[config.mk]
export PLATFORM = sky130hd
export DESIGN_NAME = awg_top
export DESIGN_NICKNAME = d
export VERILOG_FILES = /design/src/awg_pkg.sv /design/src/awg_chan_if.sv /design/src/awg_top.sv /design/src/awg_channel.sv
export VERILOG_INCLUDE_DIRS = /design/src
export SDC_FILE = /design/constraint.sdc
export NUM_CORES = 1
export LEC_CHECK = 0
export BUFFER_PORTS_ARGS = -buffer_cell sky130_fd_sc_hd__buf_2
export CAP_MARGIN = 10
export CELL_PAD_IN_SITES_DETAIL_PLACEMENT = 1
export CELL_PAD_IN_SITES_GLOBAL_PLACEMENT = 1
export CORE_UTILIZATION = 30
export CTS_CLUSTER_SIZE = 28
export DETAILED_ROUTE_END_ITERATION = 8
export PLACE_DENSITY_LB_ADDON = 0.3
export SLEW_MARGIN = 20
export SYNTH_ARGS = -nofsm -noshare
export SYNTH_HDL_FRONTEND = slang
export SYNTH_SLANG_ARGS = --single-unit
[constraint.sdc]
create_clock -name ref_clk_i -period 4.5 [get_ports ref_clk_i]
set_input_delay 0.45 -clock ref_clk_i [delete_from_list [all_inputs] [get_ports ref_clk_i]]
set_output_delay 0.45 -clock ref_clk_i [all_outputs]
set_load 0.005 [all_outputs]
[src/awg_regs.svh]
// Overview of operation
// RL1: Eight individually controlled output pins, numbered zero to seven.
// RL2: Port logic has its own clock gate, switched off to save power.
// RL3: Outputs may toggle every clock cycle, half the master clock rate.
// RL4: A write to the output data register changes the pins right after it completes.
// RL5: Software programs the waveform descriptions first, then issues a start command.
// RL6: Once started, waveforms run by themselves without further writes.
// RL7: Selected waveform points raise an interrupt towards both processors; this design drives a single irq_o, set by the period wrap of masked channels.
// RL8: Each pin can be turned into a high-impedance input.
// RL9: A readable register mirrors every pin level continuously.
// RL10: Pin levels pass a two-flop synchroniser before the mirror register.
// RL11: Each channel has period and high-time counts, repeats until stopped, last write wins.
`ifndef AWG_REGS_SVH
`define AWG_REGS_SVH
`define AWG_NPINS 8
`define AWG_CNT_W 16
`define AWG_OFF_CTRL 12'h000
`define AWG_OFF_DOUT 12'h004
`define AWG_OFF_DIR 12'h008
`define AWG_OFF_DIN 12'h00C
`define AWG_OFF_WEN 12'h010
`define AWG_OFF_STAT 12'h014
`define AWG_OFF_MASK 12'h018
`define AWG_OFF_CMD 12'h01C
`define AWG_OFF_CH_BASE 12'h040
`define AWG_CH_STRIDE_LSB 3
`define AWG_CTRL_CLKEN 0
`define AWG_CMD_START 0
`define AWG_CMD_STOP 1
`endif

[src/awg_pkg.sv]
`default_nettype none
package awg_pkg;
	typedef enum logic [1:0] {
		AWG_IDLE,
		AWG_HIGH,
		AWG_LOW
	} awg_state_type;
endpackage
`default_nettype wire

[src/awg_chan_if.sv]
`default_nettype none
interface awg_chan_if #(parameter int CNT_W = 16);
	logic clk_en;
	logic run;
	logic restart;
	logic [CNT_W-1:0] period;
	logic [CNT_W-1:0] high;
	logic wave;
	logic wrap;
	modport ctrl (output clk_en, output run, output restart, output period, output high,
		input wave, input wrap);
	modport chan (input clk_en, input run, input restart, input period, input high,
		output wave, output wrap);
endinterface
`default_nettype wire

[src/awg_top.sv]
// The register addresses and register access over AHB-Lite are this design's own decisions.
`include "awg_regs.svh"
`default_nettype none
module awg_top
	import awg_pkg::*;
#(
	parameter int NPINS = `AWG_NPINS,
	parameter int CNT_W = `AWG_CNT_W
)(
	input wire logic ref_clk_i,
	input wire logic arst_n_i,
	input wire logic hsel_i,
	input wire logic [31:0] haddr_i,
	input wire logic [1:0] htrans_i,
	input wire logic hwrite_i,
	input wire logic [2:0] hsize_i,
	input wire logic [31:0] hwdata_i,
	input wire logic hready_i,
	output logic [31:0] hrdata_o,
	output logic hreadyout_o,
	output logic hresp_o,
	input wire logic [NPINS-1:0] pin_i,
	output logic [NPINS-1:0] pin_o,
	output logic [NPINS-1:0] pin_oe_o,
	output logic port_clk_en_o,
	output logic irq_o
);
	logic wr_pend_q;
	logic [11:0] wr_addr_q;
	logic [11:0] rd_addr_q;
	logic ctrl_q;
	logic [NPINS-1:0] dout_q;
	logic [NPINS-1:0] dir_q;
	logic [NPINS-1:0] wen_q;
	logic [NPINS-1:0] stat_q;
	logic [NPINS-1:0] mask_q;
	logic [NPINS-1:0] run_q;
	logic [NPINS-1:0] restart_q;
	logic [NPINS-1:0] sync1_q;
	logic [NPINS-1:0] sync2_q;
	logic [NPINS-1:0] pin_q;
	logic [NPINS-1:0] oe_q;
	logic [NPINS-1:0] wave_w;
	logic [NPINS-1:0] wrap_w;
	logic [CNT_W-1:0] per_q [NPINS];
	logic [CNT_W-1:0] hi_q [NPINS];
	logic [31:0] rdata_q;
	wire addr_ok_w = hsel_i && hready_i && htrans_i[1];
	wire wr_take_w = addr_ok_w && hwrite_i;
	wire rd_take_w = addr_ok_w && !hwrite_i;
	wire wr_ctrl_w = wr_pend_q && wr_addr_q == `AWG_OFF_CTRL;
	wire wr_dout_w = wr_pend_q && wr_addr_q == `AWG_OFF_DOUT;
	wire wr_dir_w = wr_pend_q && wr_addr_q == `AWG_OFF_DIR;
	wire wr_wen_w = wr_pend_q && wr_addr_q == `AWG_OFF_WEN;
	wire wr_stat_w = wr_pend_q && wr_addr_q == `AWG_OFF_STAT;
	wire wr_mask_w = wr_pend_q && wr_addr_q == `AWG_OFF_MASK;
	wire wr_cmd_w = wr_pend_q && wr_addr_q == `AWG_OFF_CMD;
	wire wr_chan_w = wr_pend_q && wr_addr_q >= `AWG_OFF_CH_BASE &&
		wr_addr_q < `AWG_OFF_CH_BASE + 12'(NPINS * 8);
	wire [11:0] ch_off_w = wr_addr_q - `AWG_OFF_CH_BASE;
	wire [2:0] ch_idx_w = ch_off_w[`AWG_CH_STRIDE_LSB +: 3];
	wire ch_hi_sel_w = ch_off_w[2];
	wire [NPINS-1:0] wdata_w = hwdata_i[NPINS-1:0];
	wire start_w = wr_cmd_w && hwdata_i[`AWG_CMD_START];
	wire stop_w = wr_cmd_w && hwdata_i[`AWG_CMD_STOP];
	wire [NPINS-1:0] cmd_sel_w = hwdata_i[8 +: NPINS];
	wire [NPINS-1:0] pend_w = stat_q & mask_q;
	// Write phase is registered on the data phase; every access completes with no wait state.
	always_ff @(posedge ref_clk_i or negedge arst_n_i)
	begin
		if (!arst_n_i)
		begin
			wr_pend_q <= 1'b0;
			wr_addr_q <= '0;
			rd_addr_q <= '0;
		end
		else
		begin
			wr_pend_q <= wr_take_w;
			if (addr_ok_w)
				wr_addr_q <= haddr_i[11:0];
			if (rd_take_w)
				rd_addr_q <= haddr_i[11:0];
		end
	end
	always_ff @(posedge ref_clk_i or negedge arst_n_i)
	begin
		if (!arst_n_i)
		begin
			ctrl_q <= 1'b0;
			dout_q <= '0;
			dir_q <= '0;
			wen_q <= '0;
			mask_q <= '0;
		end
		else
		begin
			if (wr_ctrl_w)
				ctrl_q <= hwdata_i[`AWG_CTRL_CLKEN]; // [RL2]
			if (wr_dout_w)
				dout_q <= wdata_w; // [RL4]
			if (wr_dir_w)
				dir_q <= wdata_w; // [RL8]
			if (wr_wen_w)
				wen_q <= wdata_w;
			if (wr_mask_w)
				mask_q <= wdata_w;
		end
	end
	// Start and stop apply to the channels chosen in bits 15:8 of the command word.
	always_ff @(posedge ref_clk_i or negedge arst_n_i)
	begin
		if (!arst_n_i)
		begin
			run_q <= '0;
			restart_q <= '0;
		end
		else
		begin
			restart_q <= start_w ? cmd_sel_w : '0;
			if (stop_w)
				run_q <= run_q & ~cmd_sel_w; // [RL11]
			else if (start_w)
				run_q <= run_q | cmd_sel_w; // [RL5]
		end
	end
	// Hardware set wins over a write-one clear in the same cycle.
	always_ff @(posedge ref_clk_i or negedge arst_n_i)
	begin
		if (!arst_n_i)
			stat_q <= '0;
		else
			stat_q <= (stat_q & ~(wr_stat_w ? wdata_w : '0)) | (wrap_w & run_q); // [RL7]
	end
	// The first stage feeds only the second one, keeping metastability off the read path.
	always_ff @(posedge ref_clk_i or negedge arst_n_i)
	begin
		if (!arst_n_i)
		begin
			sync1_q <= '0;
			sync2_q <= '0;
		end
		else
		begin
			sync1_q <= pin_i; // [RL10]
			sync2_q <= sync1_q; // [RL10]
		end
	end
	genvar g;
	generate
		for (g = 0; g < NPINS; g++)
		begin : gen_ch
			awg_chan_if #(.CNT_W(CNT_W)) cif ();
			assign cif.clk_en = ctrl_q;
			assign cif.run = run_q[g] && wen_q[g];
			assign cif.restart = restart_q[g];
			assign cif.period = per_q[g];
			assign cif.high = hi_q[g];
			assign wave_w[g] = cif.wave;
			assign wrap_w[g] = cif.wrap;
			awg_channel #(.CNT_W(CNT_W)) u_ch (
				.ref_clk_i(ref_clk_i),
				.arst_n_i(arst_n_i),
				.ch(cif.chan)
			);
			always_ff @(posedge ref_clk_i or negedge arst_n_i)
			begin
				if (!arst_n_i)
				begin
					per_q[g] <= '0;
					hi_q[g] <= '0;
					pin_q[g] <= 1'b0;
					oe_q[g] <= 1'b0;
				end
				else
				begin
					if (wr_chan_w && ch_idx_w == 3'(g) && !ch_hi_sel_w)
						per_q[g] <= hwdata_i[CNT_W-1:0]; // [RL11]
					if (wr_chan_w && ch_idx_w == 3'(g) && ch_hi_sel_w)
						hi_q[g] <= hwdata_i[CNT_W-1:0]; // [RL11]
					pin_q[g] <= (wen_q[g] && run_q[g]) ? wave_w[g] : dout_q[g]; // [RL1] [RL3]
					oe_q[g] <= dir_q[g]; // [RL8]
				end
			end
		end
	endgenerate
	wire [31:0] din_w = {{(32-NPINS){1'b0}}, sync2_q}; // [RL9]
	wire [2:0] rd_idx_w = rd_addr_q[`AWG_CH_STRIDE_LSB +: 3];
	wire rd_chan_w = rd_addr_q >= `AWG_OFF_CH_BASE &&
		rd_addr_q < `AWG_OFF_CH_BASE + 12'(NPINS * 8);
	wire [CNT_W-1:0] rd_cnt_w = rd_addr_q[2] ? hi_q[rd_idx_w] : per_q[rd_idx_w];
	logic [31:0] rmux_w;
	always_comb
	begin
		rmux_w = 32'h0000_0000;
		case (rd_addr_q)
			`AWG_OFF_CTRL: rmux_w = {31'h0, ctrl_q};
			`AWG_OFF_DOUT: rmux_w = {{(32-NPINS){1'b0}}, dout_q};
			`AWG_OFF_DIR: rmux_w = {{(32-NPINS){1'b0}}, dir_q};
			`AWG_OFF_DIN: rmux_w = din_w;
			`AWG_OFF_WEN: rmux_w = {{(32-NPINS){1'b0}}, wen_q};
			`AWG_OFF_STAT: rmux_w = {{(32-NPINS){1'b0}}, stat_q};
			`AWG_OFF_MASK: rmux_w = {{(32-NPINS){1'b0}}, mask_q};
			`AWG_OFF_CMD: rmux_w = {{(24-NPINS){1'b0}}, run_q, 8'h00};
			default:
				if (rd_chan_w)
					rmux_w = {{(32-CNT_W){1'b0}}, rd_cnt_w};
		endcase
	end
	assign hrdata_o = rmux_w;
	assign hreadyout_o = 1'b1;
	assign hresp_o = 1'b0;
	assign pin_o = pin_q;
	assign pin_oe_o = oe_q;
	assign port_clk_en_o = ctrl_q; // [RL2]
	assign irq_o = |pend_w; // [RL7]
	a_dout_update: assert property (@(posedge ref_clk_i) disable iff (!arst_n_i)
		wr_dout_w && !run_q[0] |=> ##1 pin_o[0] == $past(hwdata_i[0], 2)) // [RL4]
		else $error("pin 0 did not follow data write");
	a_dir_follow: assert property (@(posedge ref_clk_i) disable iff (!arst_n_i)
		wr_dir_w |=> ##1 pin_oe_o == $past(wdata_w, 2)) else $error("direction lost"); // [RL8]
	a_sync_delay: assert property (@(posedge ref_clk_i) disable iff (!arst_n_i)
		##2 sync2_q == $past(pin_i, 2)) else $error("input mirror delay wrong"); // [RL10]
	a_irq_level: assert property (@(posedge ref_clk_i) disable iff (!arst_n_i)
		irq_o == |(stat_q & mask_q)) else $error("irq mismatch"); // [RL7]
	a_wrap_sticky: assert property (@(posedge ref_clk_i) disable iff (!arst_n_i)
		(wrap_w[0] && run_q[0]) |=> stat_q[0]) else $error("event lost"); // [RL7]
	a_start_run: assert property (@(posedge ref_clk_i) disable iff (!arst_n_i)
		start_w && !stop_w |=> (run_q & $past(cmd_sel_w)) == $past(cmd_sel_w))
		else $error("start ignored"); // [RL5]
	a_stop_halt: assert property (@(posedge ref_clk_i) disable iff (!arst_n_i)
		stop_w |=> (run_q & $past(cmd_sel_w)) == '0) else $error("stop ignored"); // [RL11]
	a_gate_freeze: assert property (@(posedge ref_clk_i) disable iff (!arst_n_i)
		!ctrl_q && !restart_q[0] && run_q[0] && $stable(run_q[0]) && wen_q[0] &&
		$stable(wen_q[0]) |=> $stable(wave_w[0]))
		else $error("wave moved with clock gated"); // [RL2] [RL6]
endmodule
`default_nettype wire

[src/awg_channel.sv]
`include "awg_regs.svh"
`default_nettype none
module awg_channel
	import awg_pkg::*;
#(
	parameter int CNT_W = 16
)(
	input wire logic ref_clk_i,
	input wire logic arst_n_i,
	awg_chan_if.chan ch
);
	awg_state_type state_q;
	logic [CNT_W-1:0] cnt_q;
	logic wave_q;
	logic wrap_q;
	wire last_w = (cnt_q >= ch.period - CNT_W'(1));
	wire high_w = (cnt_q < ch.high);
	// The counter only advances while the gated clock enable is on, so a stopped port holds its state unless run drops or a restart clears it.
	always_ff @(posedge ref_clk_i or negedge arst_n_i)
	begin
		if (!arst_n_i)
		begin
			state_q <= AWG_IDLE;
			cnt_q <= '0;
			wave_q <= 1'b0;
			wrap_q <= 1'b0;
		end
		else
		begin
			wrap_q <= 1'b0;
			case (state_q)
				AWG_IDLE:
				begin
					cnt_q <= '0;
					wave_q <= 1'b0;
					if (ch.run && ch.clk_en)
						state_q <= AWG_HIGH;
				end
				AWG_HIGH, AWG_LOW:
				begin
					if (!ch.run || ch.restart)
					begin
						state_q <= ch.run ? AWG_HIGH : AWG_IDLE; // [RL11]
						cnt_q <= '0;
						wave_q <= 1'b0;
					end
					else if (ch.clk_en)
					begin
						wave_q <= high_w; // [RL6] [RL3]
						state_q <= high_w ? AWG_HIGH : AWG_LOW;
						if (last_w)
						begin
							cnt_q <= '0; // [RL11]
							wrap_q <= 1'b1;
						end
						else
							cnt_q <= cnt_q + CNT_W'(1);
					end
				end
				default: state_q <= AWG_IDLE;
			endcase
		end
	end
	assign ch.wave = wave_q;
	assign ch.wrap = wrap_q;
	a_wrap_restarts: assert property (@(posedge ref_clk_i) disable iff (!arst_n_i)
		wrap_q |-> cnt_q == '0) else $error("wrap without counter reload"); // [RL11]
endmodule
`default_nettype wire

### After elaboration in Yosys (flattened, before gate mapping)

Cells that the tools add are included.

* $lt $le $gt $ge: 21
* eq/ne operators: 52
* muxes and demuxes: 157
* bitwise logic cells: 9
* $add $sub $neg: 17
* reductions and logical operators: 119

Operators with widths (count)
* $mux 16: 30
* $pmux 16 s2: 8
* $add 16x1->16 const B: 8
* $ge 16x16->1: 8
* $lt 16x16->1: 8
* $pmux 16 s8: 1
* $sub 16x1->16 const B: 8
* $bmux 16 s3: 2
* $eq 12x5->1 const B: 8
* $mux 1: 64
* $mux 2: 32
* $logic_and 1x1->1: 56
* $eq 12x4->1 const B: 3
* $and 8x8->8: 4
* $mux 8: 4
* $pmux 2 s2: 8
* $reduce_and 2->1: 16
* $eq 12x3->1 const B: 2
* $ge 12x7->1 const B: 2
* $logic_not 12->1: 2
* $lt 12x8->1 const B: 2
* $ne 3x2->1 const B: 8
* $reduce_bool 2->1: 9
* $eq 2x1->1 const B: 8
* other kinds (17): 74

* output and inout port bits: 52
* logic and storage cells: 452
* register bits after elaboration: 530
* input bits: 82

### Depth between registers and ports, before layout

Gate-level depths: netlist (run 1).

* depth after elaboration: 7
* mapped depth: 16
* mapped depth without buffers: 14

### Hierarchy

Synthesis (run 1) repeated with hierarchy kept, for this count alone.

* cells, all modules: 3095
* area total of the unflattened synthesis: 33270.7 um^2

Modules (own cells, without submodules)
* awg_top: area each 16636.0 um^2, cells each 1111, times used 1, seq. area each 9258.9 um^2
* awg_channel at gen_ch[1].u_ch ...: area each 2078.2 um^2, cells each 243, times used 4, seq. area each 500.5 um^2
* awg_channel at gen_ch[0].u_ch: area each 2109.5 um^2, cells each 253, times used 1, seq. area each 500.5 um^2
* awg_channel at gen_ch[7].u_ch: area each 2089.5 um^2, cells each 246, times used 1, seq. area each 500.5 um^2
* awg_channel at gen_ch[3].u_ch: area each 2077.0 um^2, cells each 255, times used 1, seq. area each 500.5 um^2
* awg_channel at gen_ch[4].u_ch: area each 2045.7 um^2, cells each 258, times used 1, seq. area each 500.5 um^2

### Least setup slack after synthesis (run 1)

Ideal clock, no wire load.

* kind: reg2reg
* from: register per_q (netlist bit gen_ch[2].cif.period[5])
* to: register gen_ch[2].u_ch.cnt_q[5]
* path buffers: 2
* data required time: 4418 ps
* arrival: 3505 ps
* path slack: 913 ps
* library setup time: 82 ps
* period minus slack after synthesis: 3587 ps
* stages on the path, launching flop included: 15
* cells stage by stage: dfrtp_1 nor4_1 nand2_1 or4_1 nor3_1 xnor2_1 ha_1 a211oi_1 o21ai_0 a221o_1 nor4_1 buf_2 buf_2 o21ai_0 a31oi_1

* word-level cells in the longest chain between the ends: 6

RTL lines
* from (decl): RTL line awg_top.sv:45 `logic [CNT_W-1:0] per_q [NPINS];`
* from (signal, indexed assignment): RTL line awg_top.sv:178 `per_q[g] <= hwdata_i[CNT_W-1:0];`
* $sub 16x1->16: RTL line awg_channel.sv:16 `wire last_w = (cnt_q >= ch.period - CNT_W'(1));`
* $ge 16x16->1: RTL line awg_channel.sv:16
* $mux 16: RTL line awg_channel.sv:51 `if (last_w)`
* $mux 16: RTL line awg_channel.sv:47 `else if (ch.clk_en)`
* $mux 16: RTL line awg_channel.sv:41 `if (!ch.run || ch.restart)`
* $pmux 16 s2: RTL line awg_channel.sv:31 `case (state_q)`
* to (signal assigned): RTL line awg_channel.sv:57 `cnt_q <= cnt_q + CNT_W'(1);`
* to (decl): RTL line awg_channel.sv:13 `logic [CNT_W-1:0] cnt_q;`

No other way between the ends. The select of a mux whose other input is x is not followed.
A chain may end at the register's enable or synchronous reset.

### Worst setup path after layout (run 1)

* from: register rd_addr_q[3]
* to: output hrdata_o[6]

* word-level cells in the longest chain between the ends: 7
* elaborated cells between the ends (all ways): 21
* classes of those cells: order compare: 2; eq/ne: 7; mux: 9; bitwise: 1; reduce/logical: 2

RTL lines
* from (decl): RTL line awg_top.sv:30 `logic [11:0] rd_addr_q;`
* from (signal assigned): RTL line awg_top.sv:83 `rd_addr_q <= haddr_i[11:0];`
* parallel branches: the longest is 6 deep, another holds $ge 12x7->1
* $pmux 16 s8 (*): RTL line awg_top.sv:196 `case (rd_addr_q)`
* to (decl): RTL line awg_top.sv:19 `output logic [31:0] hrdata_o,`

Every way passes the cells marked *. The select of a mux whose other input is x is not followed.

==> impl_results.md, run 1 <==
* Share of final-layout standard cells stronger than drive strength 1 at 15.6%
* Period Utilization, post-route at 91.3%
* Final count of hold timing violations at 0
* Worst reg2reg path depth at 13
* Flip-flop cell with the highest count after synthesis: sky130_fd_sc_hd__dfrtp_1
* Switching share of power at 26.9%
* Initial core utilization at 30.4%
* Hold Crit Depth at 2
* Final Skew at 0.0319 ns
* Max stage delay on crit path at 0.82 ns
* Shortest period the worst path allows at 4.11 ns
* Sequential power share at 41.7%
* Area growth from synthesis to final layout at 13.6%
* Power density relative to cell area at 333 mW/mm2
* Unrepaired setup endpoints after global routing: false
* Net count of the finished layout at 3629
* Number of CTS-inserted buffers at 68
* WS Path Type: reg -> out
* Tightest Hold Check Type: in -> reg
* Std-Cell Core Area at 0.106 mm2
* Core Rows at 119
* Placed cell areas at 0.0341 mm2
* Clock Tree Buf Depth at 3
* # clock sinks at 530
* DRC errors left at 12
* Relative contribution of the clock network to total power at 47.6%
* Max VDD drop at 228 uV
* Endpoint arrival time on the critical path at 3.66 ns
* GR Util All Layers at 21.2%
* Sequential fraction of the synthesis area at 41.3%
* Library cell contributing the largest single delay on the critical path: sky130_fd_sc_hd__dfrtp_4
* Share of the core filled with cells in the final layout at 34.6%
* Post-Synthesis Mean Instance Area at 10.0 um2
* Full die area at 0.108 mm2
* Static leakage power at 17.1 nW
* Max capacitance violation total at 0
* CTS H-tree lvls at 3
* Crit end category: output port
* Wire length of the first global-routing pass at 172 mm
* Run status: finished with violations
* Initial detailed-routing violation count at 1727
* Via count of the first global-routing pass at 26044
* Commonest cells after routing, fill and taps aside: sky130_fd_sc_hd__dfrtp_1, sky130_fd_sc_hd__nand2_1, sky130_fd_sc_hd__ha_1, sky130_fd_sc_hd__o21ai_0, sky130_fd_sc_hd__mux2_2
* Cell Int Power at 8.88 mW
* Area of all placed cells without fillers at 0.0365 mm2
* Synth Cell Area at 0.0321 mm2
* Post-synthesis register bit count at 530
* Pin count of the biggest net entering global routing at 94
* Initial antenna violation count at 7
* Synth warn at 0
* Tightest hold margin at 0.0777 ns
* Most numerous cell on the critical path: sky130_fd_sc_hd__a221o_1
* Number of cells produced by synthesis at 3204
* Number of enable-type register cells in the synthesized netlist at 0
* Number of vias per cell after detailed routing at 5.46
* Final Routed Wirelength at 114 mm
* Antenna Nets Post-Route at 0
* Share of flip-flops with an asynchronous set or reset at 100%
* Upper clock frequency limit at 243 MHz
* Wirelength per Cell at 24.3 um
* Leading cell type in the layout, fill and taps excluded: sky130_fd_sc_hd__dfrtp_1
* Skew-Pair Late Insertion Delay at 0.63 ns
* Vertical extent of the die at 329 um
* Clock tree from TritonCTS: yes
* Fin Setup TNS at 0 ns
* Part of the power in combinational logic at 10.6%
* Detailed Routing Iterations Pass 1 at 7
* Number of placed I/O pins at 134
* Violations in the final reports: DRC
* Post-CTS sizing at 0
* Clock transition at the register clock pins on the worst setup and hold paths after CTS at 0.06 ns
* Post-synth cell types at 73
* Total half-perimeter wirelength after legalization and detailed placement at 85.0 mm
* Die X at 329 um
* Overflow left after global routing at 0
* Number of max-slew violations in the final report at 0
* Startpoint Class: register
* Count of vias placed by the detailed router at 25762
* Master cell of the clock root buffer: sky130_fd_sc_hd__clkbuf_16
* Setup-violating endpoint count in the final report at 0
* Reg-to-reg slack, setup at 0.50 ns
* Global placement routability congestion at 0.914
* Critical path fanouts, max at 37
* Tightest Pin Transition at 1.14 ns
* Port Buf Inserts at 75
* Required time of the worst setup path at 4.05 ns
* Worst-path cell chain: buf_12, nor2b_1, buf_4, a22oi_1, a211oi_1, a221o_1, a221o_1, buf_2
* Power spent charging and discharging nets at 3.26 mW
* Headroom to the max-slew limit at 23.9%
==> flip-flops by register name (all words and copies together) (netlist names), named ones only <==
register,count
port_clk_en_o,1
gen_ch.u_ch.cnt_q,128
gen_ch.u_ch.ch.wrap,8
wr_addr_q,12
sync2_q,8
gen_ch.cif.high,128
gen_ch.u_ch.ch.wave,8
restart_q,8
mask_q,8
rd_addr_q,12
pin_o,8
dout_q,8
wen_q,8
wr_pend_q,1
sync1_q,8
pin_oe_o,8
stat_q,8
gen_ch.u_ch.state_q,16
gen_ch.cif.period,128
dir_q,8
==> path summary, 6_finish.rpt <==
| check | end | from |
|---|---|---|
| setup / recovery | hrdata_o[6] | rd_addr_q[3] |
| min in group asynchronous | gen_ch[0].u_ch.cnt_q[8] | arst_n_i |
| hold / removal | wr_addr_q[10] | haddr_i[10] |
| hold reg to reg | sync2_q[0] | sync1_q[0] |
| max in group asynchronous | gen_ch[1].u_ch.ch.wrap | arst_n_i |
| setup reg to reg | gen_ch[1].u_ch.cnt_q[14] | gen_ch[1].cif.period[4] |
==> logic make-up after synthesis <==
kind of cell	share of synthesized area (%)
muxes	11.8
other	0.0234
and+or+nand+nor	13.9
AOI/OAI and AO/OA	14.6
adders and majority gates	10.9
buffers and inverters	4.41
xor gates and xnor gates	3.21
DFF	41.3
==> layout make-up <==
cell class	instances	area, um2
Multi-Input combinational cell	2349	17600
Clock buffer	95	2030
Antenna cell	6	15.0
Tap cell	1391	1740
Clock inverter	25	312
Sequential cell	530	13300
Fill cell	11968	69200
Inverter	192	721
Timing Repair Buffer	126	878
==> timing repair <==
| item | CTS | global route |
|---|---|---|
| endpoints found under the hold margin | 61 | 0 |
| setup buffers | 0 | 0 |
| hold buffers | 9 | 0 |
==> synthesized netlist by cell type, types with 6 or more instances <==
master,instances,area [um2]
sky130_fd_sc_hd__nor3_1,51,255
sky130_fd_sc_hd__o211ai_1,14,105
sky130_fd_sc_hd__and4b_1,7,70.1
sky130_fd_sc_hd__nand3_1,83,415
sky130_fd_sc_hd__a31oi_1,95,594
sky130_fd_sc_hd__mux2_2,192,2160
sky130_fd_sc_hd__nand2b_1,50,313
sky130_fd_sc_hd__o22ai_1,6,37.5
sky130_fd_sc_hd__mux4_2,59,1330
sky130_fd_sc_hd__nor2_1,158,593
sky130_fd_sc_hd__o22a_1,11,96.3
sky130_fd_sc_hd__xnor2_1,82,718
sky130_fd_sc_hd__inv_1,190,713
sky130_fd_sc_hd__a221o_1,24,240
sky130_fd_sc_hd__o41ai_1,8,70.1
sky130_fd_sc_hd__a21oi_1,152,761
sky130_fd_sc_hd__buf_4,30,225
sky130_fd_sc_hd__a41oi_1,13,114
sky130_fd_sc_hd__xor2_1,36,315
sky130_fd_sc_hd__o21a_1,10,75.1
sky130_fd_sc_hd__or3_1,24,150
sky130_fd_sc_hd__a22o_1,37,324
sky130_fd_sc_hd__nand4_1,38,238
sky130_fd_sc_hd__o21ai_0,223,1120
sky130_fd_sc_hd__nor4_1,34,213
sky130_fd_sc_hd__or4_1,7,52.6
sky130_fd_sc_hd__clkbuf_1,90,338
sky130_fd_sc_hd__and4_1,6,52.6
sky130_fd_sc_hd__a221oi_1,10,87.6
sky130_fd_sc_hd__mux2i_1,29,290
sky130_fd_sc_hd__dfrtp_1,530,13300
sky130_fd_sc_hd__buf_2,21,105
sky130_fd_sc_hd__nor3b_1,9,67.6
sky130_fd_sc_hd__nand3b_1,15,113
sky130_fd_sc_hd__and2_1,7,43.8
sky130_fd_sc_hd__and3_1,54,338
sky130_fd_sc_hd__nand2_1,341,1280
sky130_fd_sc_hd__nor2_2,12,75.1
sky130_fd_sc_hd__a22oi_1,15,113
sky130_fd_sc_hd__ha_1,280,3500
sky130_fd_sc_hd__buf_1,8,30.0
sky130_fd_sc_hd__a2bb2oi_1,8,70.1
sky130_fd_sc_hd__nor2b_1,7,43.8
sky130_fd_sc_hd__a21o_1,45,338
sky130_fd_sc_hd__a211oi_1,32,240
==> stage by stage <==
step	instances	total power [mW]	worst slack, ns
2_1_floorplan	3220	5.91	0.913
3_3_place_gp	4579	6.40	0.633
3_5_place_dp	4579	6.42	0.568
4_1_cts	4708	12.3	0.375
5_1_grt	4709	12.6	0.190
6_report	4714	12.1	0.389
==> power groups by stage <==
stage,Clock (mW),Combinational (mW),Sequential [mW]
after floorplan,0,0.864,5.05
final,5.79,1.29,5.07
after global routing,6.08,1.40,5.09
after CTS,5.93,1.28,5.07
after detailed placement,0,1.27,5.15
after global placement,0,1.25,5.15
==> worst max-delay path: cells and delay by family, from the launching register on <==
family	cells	cell delay [ns]
simple gates	1	0.50
compound gates	4	0.90
flops	1	0.82
buf+inv	3	0.80
==> routing by layer <==
layer / vias to the layer above / GRT usage (%) / part of all wire, %
met3: 157 / 3.40 / 5.5
met2: 604 / 35.3 / 48
met4: 2 / 5.11 / 2.4
li1: 11819 / - / -
met5: - / 0 / 0.0096
met1: 13180 / 28.7 / 45
(Power assumes the default switching activity.)
==> run 2, diff against run 1 <==
Settings changed: PLACE_DENSITY from default to 0.57, PLACE_DENSITY_LB_ADDON 0.3 to default, RECOVER_POWER from default to 25.
==> run 2 against run 1 <==
Net effect: the run ends with DRC, capacitance limit, slew limit left; sequential power barely moved; maximum frequency is 2.2% lower; core utilization shrank 0.24 points; critical endpoint is now hrdata_o[7]; die area stayed put; register-to-register slack improved by 0.05 ns; worst setup slack lost 0.092 ns; sequential cell count did not move; clock power down 7.3%.
==> impl_results.md, run 2 (synthesis gave the netlist of run 1 again) <==
* Run status: finished with violations
* Violations in the final reports: DRC, capacitance limit, slew limit
* Share of final-layout standard cells stronger than drive strength 1 at 15.0% (-0.58 points)
* Critical path fanouts, max at 40 (+8.1%)
* Number of max-slew violations in the final report at 86 (+86)
* Overflow left after global routing at 0 (unchanged)
* Skew-Pair Late Insertion Delay at 0.63 ns (about the same)
* Master cell of the clock root buffer: sky130_fd_sc_hd__clkbuf_16
* Core Rows at 119 (unchanged)
* Pin count of the biggest net entering global routing at 91 (-3.2%)
* Endpoint arrival time on the critical path at 3.75 ns (+0.09 ns)
* Vertical extent of the die at 329 um (unchanged)
* Via count of the first global-routing pass at 25864 (-0.69%)
* CTS H-tree lvls at 3 (unchanged)
* Number of CTS-inserted buffers at 67 (-1.5%)
* Antenna Nets Post-Route at 0 (unchanged)
* Leading cell type in the layout, fill and taps excluded: sky130_fd_sc_hd__dfrtp_1
* Detailed Routing Iterations Pass 1 at 7 (unchanged)
* Initial core utilization at 30.4% (unchanged)
* Max stage delay on crit path at 0.89 ns (+0.07 ns)
* Hold Crit Depth at 2 (unchanged)
* Worst min-delay path endpoint: rd_addr_q[11]
* Final Skew at 0.0229 ns (-0.00903 ns)
* Wire length of the first global-routing pass at 173 mm (+0.97%)
* Max VDD drop at 222 uV (-2.7%)
* Most numerous cell on the critical path: sky130_fd_sc_hd__nor2_1
* Area growth from synthesis to final layout at 12.8%
* WS Path Type: reg -> out
* Crit end category: output port
* Post-CTS sizing at 0 (unchanged)
* Final Routed Wirelength at 116 mm (+1.7%)
* Number of vias per cell after detailed routing at 5.41 (-0.92%)
* Reg-to-reg slack, setup at 0.55 ns (+0.05 ns)
* GR Util All Layers at 21.6% (+0.35 points)
* Initial detailed-routing violation count at 1726 (-0.058%)
* Full die area at 0.108 mm2 (unchanged)
* Placed Instances at 4580 (+0.022%)
* Wirelength per Cell at 24.7 um (+1.9%)
* Clock transition at the register clock pins on the worst setup and hold paths after CTS at 0.06 ns (about the same)
* Port Buf Inserts at 75 (unchanged)
* Tightest hold margin at 0.0756 ns (-0.00208 ns)
* Die X at 329 um (unchanged)
* Tightest Pin Transition at 2.61 ns (+1.47 ns)
* Clock tree from TritonCTS: yes
* Headroom to the max-slew limit at -74.3% (-98 points)
* Top cell family by delay on the critical path: compound AO/OA/AOI/OAI gates
* Setup slack after placement at 0.551 ns (-0.0173 ns)
* Library cell contributing the largest single delay on the critical path: sky130_fd_sc_hd__dfrtp_4
* Number of placed I/O pins at 134 (unchanged)
* Min-delay src: haddr_i[11]
* Max capacitance violation total at 1 (+1)
* Power density relative to cell area at 323 mW/mm2 (-2.8%)
* Overall power consumption at 11.7 mW (-3.5%)
* Total half-perimeter wirelength after legalization and detailed placement at 85.8 mm (+0.92%)
* Startpoint Class: register
* Worst reg2reg path endpoint: gen_ch[1].u_ch.cnt_q[14]
* Post-CTS Setup Bufs at 0 (unchanged)
* Commonest cells after routing, fill and taps aside: sky130_fd_sc_hd__dfrtp_1, sky130_fd_sc_hd__nand2_1, sky130_fd_sc_hd__ha_1, sky130_fd_sc_hd__o21ai_0, sky130_fd_sc_hd__inv_1
* Setup-violating endpoint count in the final report at 0 (unchanged)
* Required time of the worst setup path at 4.05 ns (about the same)
* Worst reg2reg path depth at 13 (unchanged)
* Upper clock frequency limit at 238 MHz (-2.2%)
* Fin Setup TNS at 0 ns (unchanged)
* Filler instances at 11914 (-0.45%)
* Sum of buffers and inverters on the critical path at 2 (-1)
* Clock Tree Buf Depth at 3 (unchanged)
* Final count of hold timing violations at 0 (unchanged)
* Worst-path cell chain: buf_4, mux2i_1, a221oi_1, nor2_1, nor2_1, a21oi_1, o211ai_1, buf_2
* Initial antenna violation count at 8 (+1)
* Worst path setup slack after routing at 0.298 ns (-0.0916 ns)
* Final instance count without filler cells at 4705 (-0.19%)
* Shortest period the worst path allows at 4.20 ns (+0.0916 ns)
* Count of vias placed by the detailed router at 25475 (-1.1%)
* # clock sinks at 530 (unchanged)
* Crit. Startpoint: rd_addr_q[3]
* Critical register-to-register path startpoint: gen_ch[1].cif.period[4]
* Net count of the finished layout at 3629 (unchanged)
* Global placement routability congestion at 0.927 (+1.4%)
* Std-Cell Core Area at 0.106 mm2 (unchanged)
* DRC errors left at 7 (-5)
* Unrepaired setup endpoints after global routing: false
* Static leakage power at 17.0 nW (-0.73%)
* Tightest Hold Check Type: in -> reg
* Period Utilization, post-route at 93.4% (+2.0 points)
==> run 2: power by group <==
part	internal (mW)	switching [mW]	leakage, nW
registers	4.89	0.182	6.59
clock network	3.11	2.26	1.04
logic	0.502	0.780	9.39
==> run 2: worst reg2reg max path, stage by stage (launching register included) <==
cell,delay [ns]
sky130_fd_sc_hd__dfrtp_1,0.48
sky130_fd_sc_hd__nor4_1,0.40
sky130_fd_sc_hd__nand2_1,0.15
sky130_fd_sc_hd__or4_1,0.56
sky130_fd_sc_hd__nor3_1,0.21
sky130_fd_sc_hd__xnor2_1,0.17
sky130_fd_sc_hd__ha_1,0.29
sky130_fd_sc_hd__a211oi_1,0.23
sky130_fd_sc_hd__o21ai_0,0.13
sky130_fd_sc_hd__a221o_1,0.39
sky130_fd_sc_hd__nor4_4,0.21
sky130_fd_sc_hd__buf_4,0.32
sky130_fd_sc_hd__a41oi_1,0.16
sky130_fd_sc_hd__a31oi_1,0.16
==> run 2: layer usage <==
| layer | vias to the layer above | GRT usage [%] | routed length [um] |
|---|---|---|---|
| li1 | 11788 | - | - |
| met1 | 12999 | 28.7 | 51900 |
| met2 | 529 | 35.8 | 55700 |
| met3 | 155 | 3.82 | 5700 |
| met4 | 4 | 5.93 | 3000 |
| met5 | - | 0 | 27 |
==> run 2: final cells by class <==
class	instances	area (um2)	share of cell area [%]
Sequential cell	530	13300	36.6
Timing Repair Buffer	127	863	2.38
Clock inverter	16	166	0.459
Antenna cell	2	5.00	0.0138
Clock buffer	98	1940	5.36
Inverter	192	721	1.99
Tap cell	1391	1740	4.80
Multi-Input combinational cell	2349	17600	48.4
==> run 2: how the worst max path moves through the flow <==
stage | slack [ns] | to | cells past startpoint
2_1_floorplan | 0.91 | gen_ch[2].u_ch.cnt_q[5] | 14
3_3_place_gp | 0.60 | gen_ch[1].u_ch.cnt_q[8] | 13
3_5_place_dp | 0.55 | gen_ch[1].u_ch.cnt_q[14] | 13
4_1_cts | 0.33 | hrdata_o[15] | 7
5_1_grt | 0.19 | gen_ch[2].u_ch.cnt_q[5] | 13
6_report | 0.30 | hrdata_o[7] | 8
==> run 2: repair_timing <==
action                                  4_1_cts  5_1_grt
endpoints found under the hold margin        91        0
endpoints found under the setup margin        0        0
hold buffers                                  9        0
==> run 2: through the flow <==
step	area, um2	utilization, %
floorplan	32200	-
global placement	34100	32.3
detailed placement	34100	32.3
CTS	36300	34.3
global route	36300	34.3
finish	36300	34.3
==> run 3, diff against run 2 <==
Settings changed: ABC_AREA from default to 1, PLACE_DENSITY 0.57 to 0.6, RECOVER_POWER 25 to default, SETUP_SLACK_MARGIN from default to 0.1.
==> run 3 against run 2 <==
Net effect: maximum frequency shrank 3.1%; clock skew grew 0.0089 ns; final area grew 4.2%; the run now ends clean; worst setup slack got worse by 0.13 ns; routed wire length is 8.3% higher; clock power is 11% higher; synthesized cell count up 35%; total power up 12%; first-iteration DRC count up 27%; synthesized area rose by 3.4%; highest routed layer is now met4; core utilization increased by 0.27 points; cell count rose by 26%.
==> impl_results.md, run 3 <==
* Run status: completed
* Sequential fraction of the synthesis area at 39.9% (-1.4 points)
* Static leakage power at 20.3 nW (+20%)
* Min-delay src: hwdata_i[14]
* Period Utilization, post-route at 96.3% (+2.9 points)
* Detailed Routing Iterations Pass 1 at 5 (-2)
* Main area contributors after synthesis: sky130_fd_sc_hd__dfrtp_1, sky130_fd_sc_hd__nand2_1, sky130_fd_sc_hd__ha_1, sky130_fd_sc_hd__o21ai_0, sky130_fd_sc_hd__inv_1
* DRC errors left at 0 (-7)
* Multi-input gate area at 0.0171 mm2 (-2.8%)
* Library cell contributing the largest single delay on the critical path: sky130_fd_sc_hd__dfrtp_1
* Clock tree from TritonCTS: yes
* Worst reg2reg path endpoint: gen_ch[4].u_ch.cnt_q[14]
* Die X at 335 um (+1.7%)
* Post-Synthesis Mean Instance Area at 7.69 um2 (-23%)
* Share of final-layout standard cells stronger than drive strength 1 at 6.57% (-8.5 points)
* Final count of hold timing violations at 0 (unchanged)
* Total half-perimeter wirelength after legalization and detailed placement at 92.9 mm (+8.4%)
* WS Path Type: reg -> out
* Net count of the finished layout at 4742 (+31%)
* Number of vias per cell after detailed routing at 5.05 (-6.8%)
* Port Buf Inserts at 75 (unchanged)
* Worst-path cell chain: clkinv_1, buf_12, a21oi_1, o21ai_0, o21ai_0, nand2_1, nand3_1, nand2_1, nand2_1, o22ai_1, buf_2
* Max stage delay on crit path at 0.96 ns (+0.07 ns)
* Number of CTS-inserted buffers at 71 (+6.0%)
* Pin count of the biggest net entering global routing at 128 (+41%)
* Core Rows at 121 (+1.7%)
* Wire length of the first global-routing pass at 191 mm (+10%)
* Initial core utilization at 30.4% (about the same)
* Vertical extent of the die at 335 um (+1.7%)
* Synth warn at 0 (unchanged)
* Setup-violating endpoint count in the final report at 0 (unchanged)
* Startpoint Class: register
* Initial detailed-routing violation count at 2191 (+27%)
* # clock sinks at 530 (unchanged)
* Filler instances at 13328 (+12%)
* Sum of buffers and inverters on the critical path at 3 (+1)
* Fin Setup TNS at 0 ns (unchanged)
* Worst reg2reg path depth at 16 (+3)
* Leading cell type in the layout, fill and taps excluded: sky130_fd_sc_hd__nand2_1
* Synth Cell Area at 0.0332 mm2 (+3.4%)
* Unrepaired setup endpoints after global routing: false
* Max capacitance violation total at 0 (-1)
* Most numerous cell on the critical path: sky130_fd_sc_hd__nand2_1
* Area growth from synthesis to final layout at 13.7%
* Clock transition at the register clock pins on the worst setup and hold paths after CTS at 0.06 ns (about the same)
* Number of enable-type register cells in the synthesized netlist at 0 (unchanged)
* Clock Tree Buf Depth at 3 (unchanged)
* Number of max-slew violations in the final report at 0 (-100%)
* Shortest period the worst path allows at 4.33 ns (+0.133 ns)
* Register area at 0.0133 mm2 (about the same)
* Most common cell in the netlist: sky130_fd_sc_hd__nand2_1
* Master cell of the clock root buffer: sky130_fd_sc_hd__clkbuf_16
* Share of flip-flops with an asynchronous set or reset at 100% (unchanged)
* CP Depth at 11 (+3)
* Final Routed Wirelength at 126 mm (+8.3%)
* Setup slack after placement at 0.657 ns (+0.106 ns)
* Critical path fanouts, max at 52 (+30%)
* Skew-Pair Late Insertion Delay at 0.64 ns (about the same)
* Top cells by instance count after synthesis: sky130_fd_sc_hd__nand2_1, sky130_fd_sc_hd__inv_1, sky130_fd_sc_hd__o21ai_0
* Max VDD drop at 215 uV (-3.0%)
* Hold Crit Depth at 2 (unchanged)
* Antenna Nets Post-Route at 0 (unchanged)
* CTS H-tree lvls at 3 (unchanged)
* Largest area contributor in the netlist: sky130_fd_sc_hd__dfrtp_1
* Reg-to-reg slack, setup at 0.82 ns (+0.27 ns)
* Tightest Hold Check Type: in -> reg
* Initial antenna violation count at 7 (-1)
* Critical register-to-register path startpoint: gen_ch[4].cif.period[0]
* Overflow left after global routing at 0 (unchanged)
* Count of vias placed by the detailed router at 29833 (+17%)
* Post-synthesis register bit count at 530 (unchanged)
* Synth top area share at 39.9% (-1.4 points)
* Share of the core filled with cells in the final layout at 34.6% (+0.27 points)
* Post-synth cell types at 45 (-38%)
* Crit end category: output port
* Std-Cell Core Area at 0.109 mm2 (+3.4%)
* Commonest cells after routing, fill and taps aside: sky130_fd_sc_hd__nand2_1, sky130_fd_sc_hd__inv_1, sky130_fd_sc_hd__o21ai_0, sky130_fd_sc_hd__dfrtp_1, sky130_fd_sc_hd__ha_1
* Final instance count without filler cells at 5910 (+26%)
* Full die area at 0.112 mm2 (+3.4%)
* Number of placed I/O pins at 134 (unchanged)
* Top cell family by delay on the critical path: flip-flops
* Required time of the worst setup path at 4.05 ns (about the same)
* Worst path setup slack after routing at 0.165 ns (-0.133 ns)
* GR Util All Layers at 22.6% (+1.0 points)
* Number of cells produced by synthesis at 4326 (+35%)
* Power density relative to cell area at 348 mW/mm2 (+7.7%)
* Global placement routability congestion at 0.892 (-3.8%)
* Endpoint arrival time on the critical path at 3.88 ns (+0.13 ns)
* Final Skew at 0.0317 ns (+0.00886 ns)
* Flip-flop cell with the highest count after synthesis: sky130_fd_sc_hd__dfrtp_1
* Tightest Pin Transition at 1.08 ns (-1.53 ns)
* Via count of the first global-routing pass at 29971 (+16%)
* Headroom to the max-slew limit at 27.8% (+100 points)
* Upper clock frequency limit at 231 MHz (-3.1%)
* Placed Instances at 5773 (+26%)
* Wirelength per Cell at 21.3 um (-14%)
[run 3: cell families after synthesis]
group	count (synthesis)	synth area share, %
compound gates	999	16.0
other cells	2	0.0226
xor+xnor	148	3.90
buf+inv	756	8.97
simple gates	1611	20.7
fa+ha+maj	280	10.5
flops	530	39.9
[run 3: how the worst max path moves through the flow]
stage	startpoint	to	slack, ns
after global placement	rd_addr_q[4]	hrdata_o[14]	0.65
after global routing	rd_addr_q[4]	hrdata_o[4]	0.15
after CTS	rd_addr_q[4]	hrdata_o[4]	0.17
after detailed placement	rd_addr_q[4]	hrdata_o[14]	0.66
final	rd_addr_q[4]	hrdata_o[9]	0.17
after floorplan	gen_ch[4].cif.period[0]	gen_ch[4].u_ch.cnt_q[15]	1.54
[run 3: routing by layer]
layer	track usage [%]	vias up	wire length, um
met2	37.0	579	58400
met1	30.9	14686	57900
met5	0	-	0
met3	3.04	172	6200
met4	6.47	0	3450
li1	-	14396	-
[run 3: cell type report]
type	instances	share of cell area, %
multi-input cells	3056	45.2
flip-flops and latches	530	35.1
inverters	581	5.77
clock buffers	98	5.48
well taps	1476	4.88
repair buffers	140	2.67
clock inverters	27	0.904
diodes	2	0.0132
[run 3: through the flow]
step	power [mW]	cell area (um2)	hold slack, ns
after global placement	7.22	35300	0.336
after CTS	13.3	37800	0.00644
after detailed placement	7.26	35300	0.336
final	13.2	37800	0.0411
after global routing	13.7	37800	0.0338
after floorplan	6.31	33300	0.154
[run 3: timing repair]
action                                  4_1_cts  5_1_grt
endpoints found under the setup margin        2        3
buffers inserted                              0        0
hold endpoints to repair                     87        0
hold buffers                                 10        0
gates resized for setup                       1        2
[run 3: where the power goes]
group	internal (mW)	switching (mW)	leakage (nW)
logic	0.543	1.42	13.4
clock network	3.62	2.35	1.18
registers	4.98	0.260	5.72
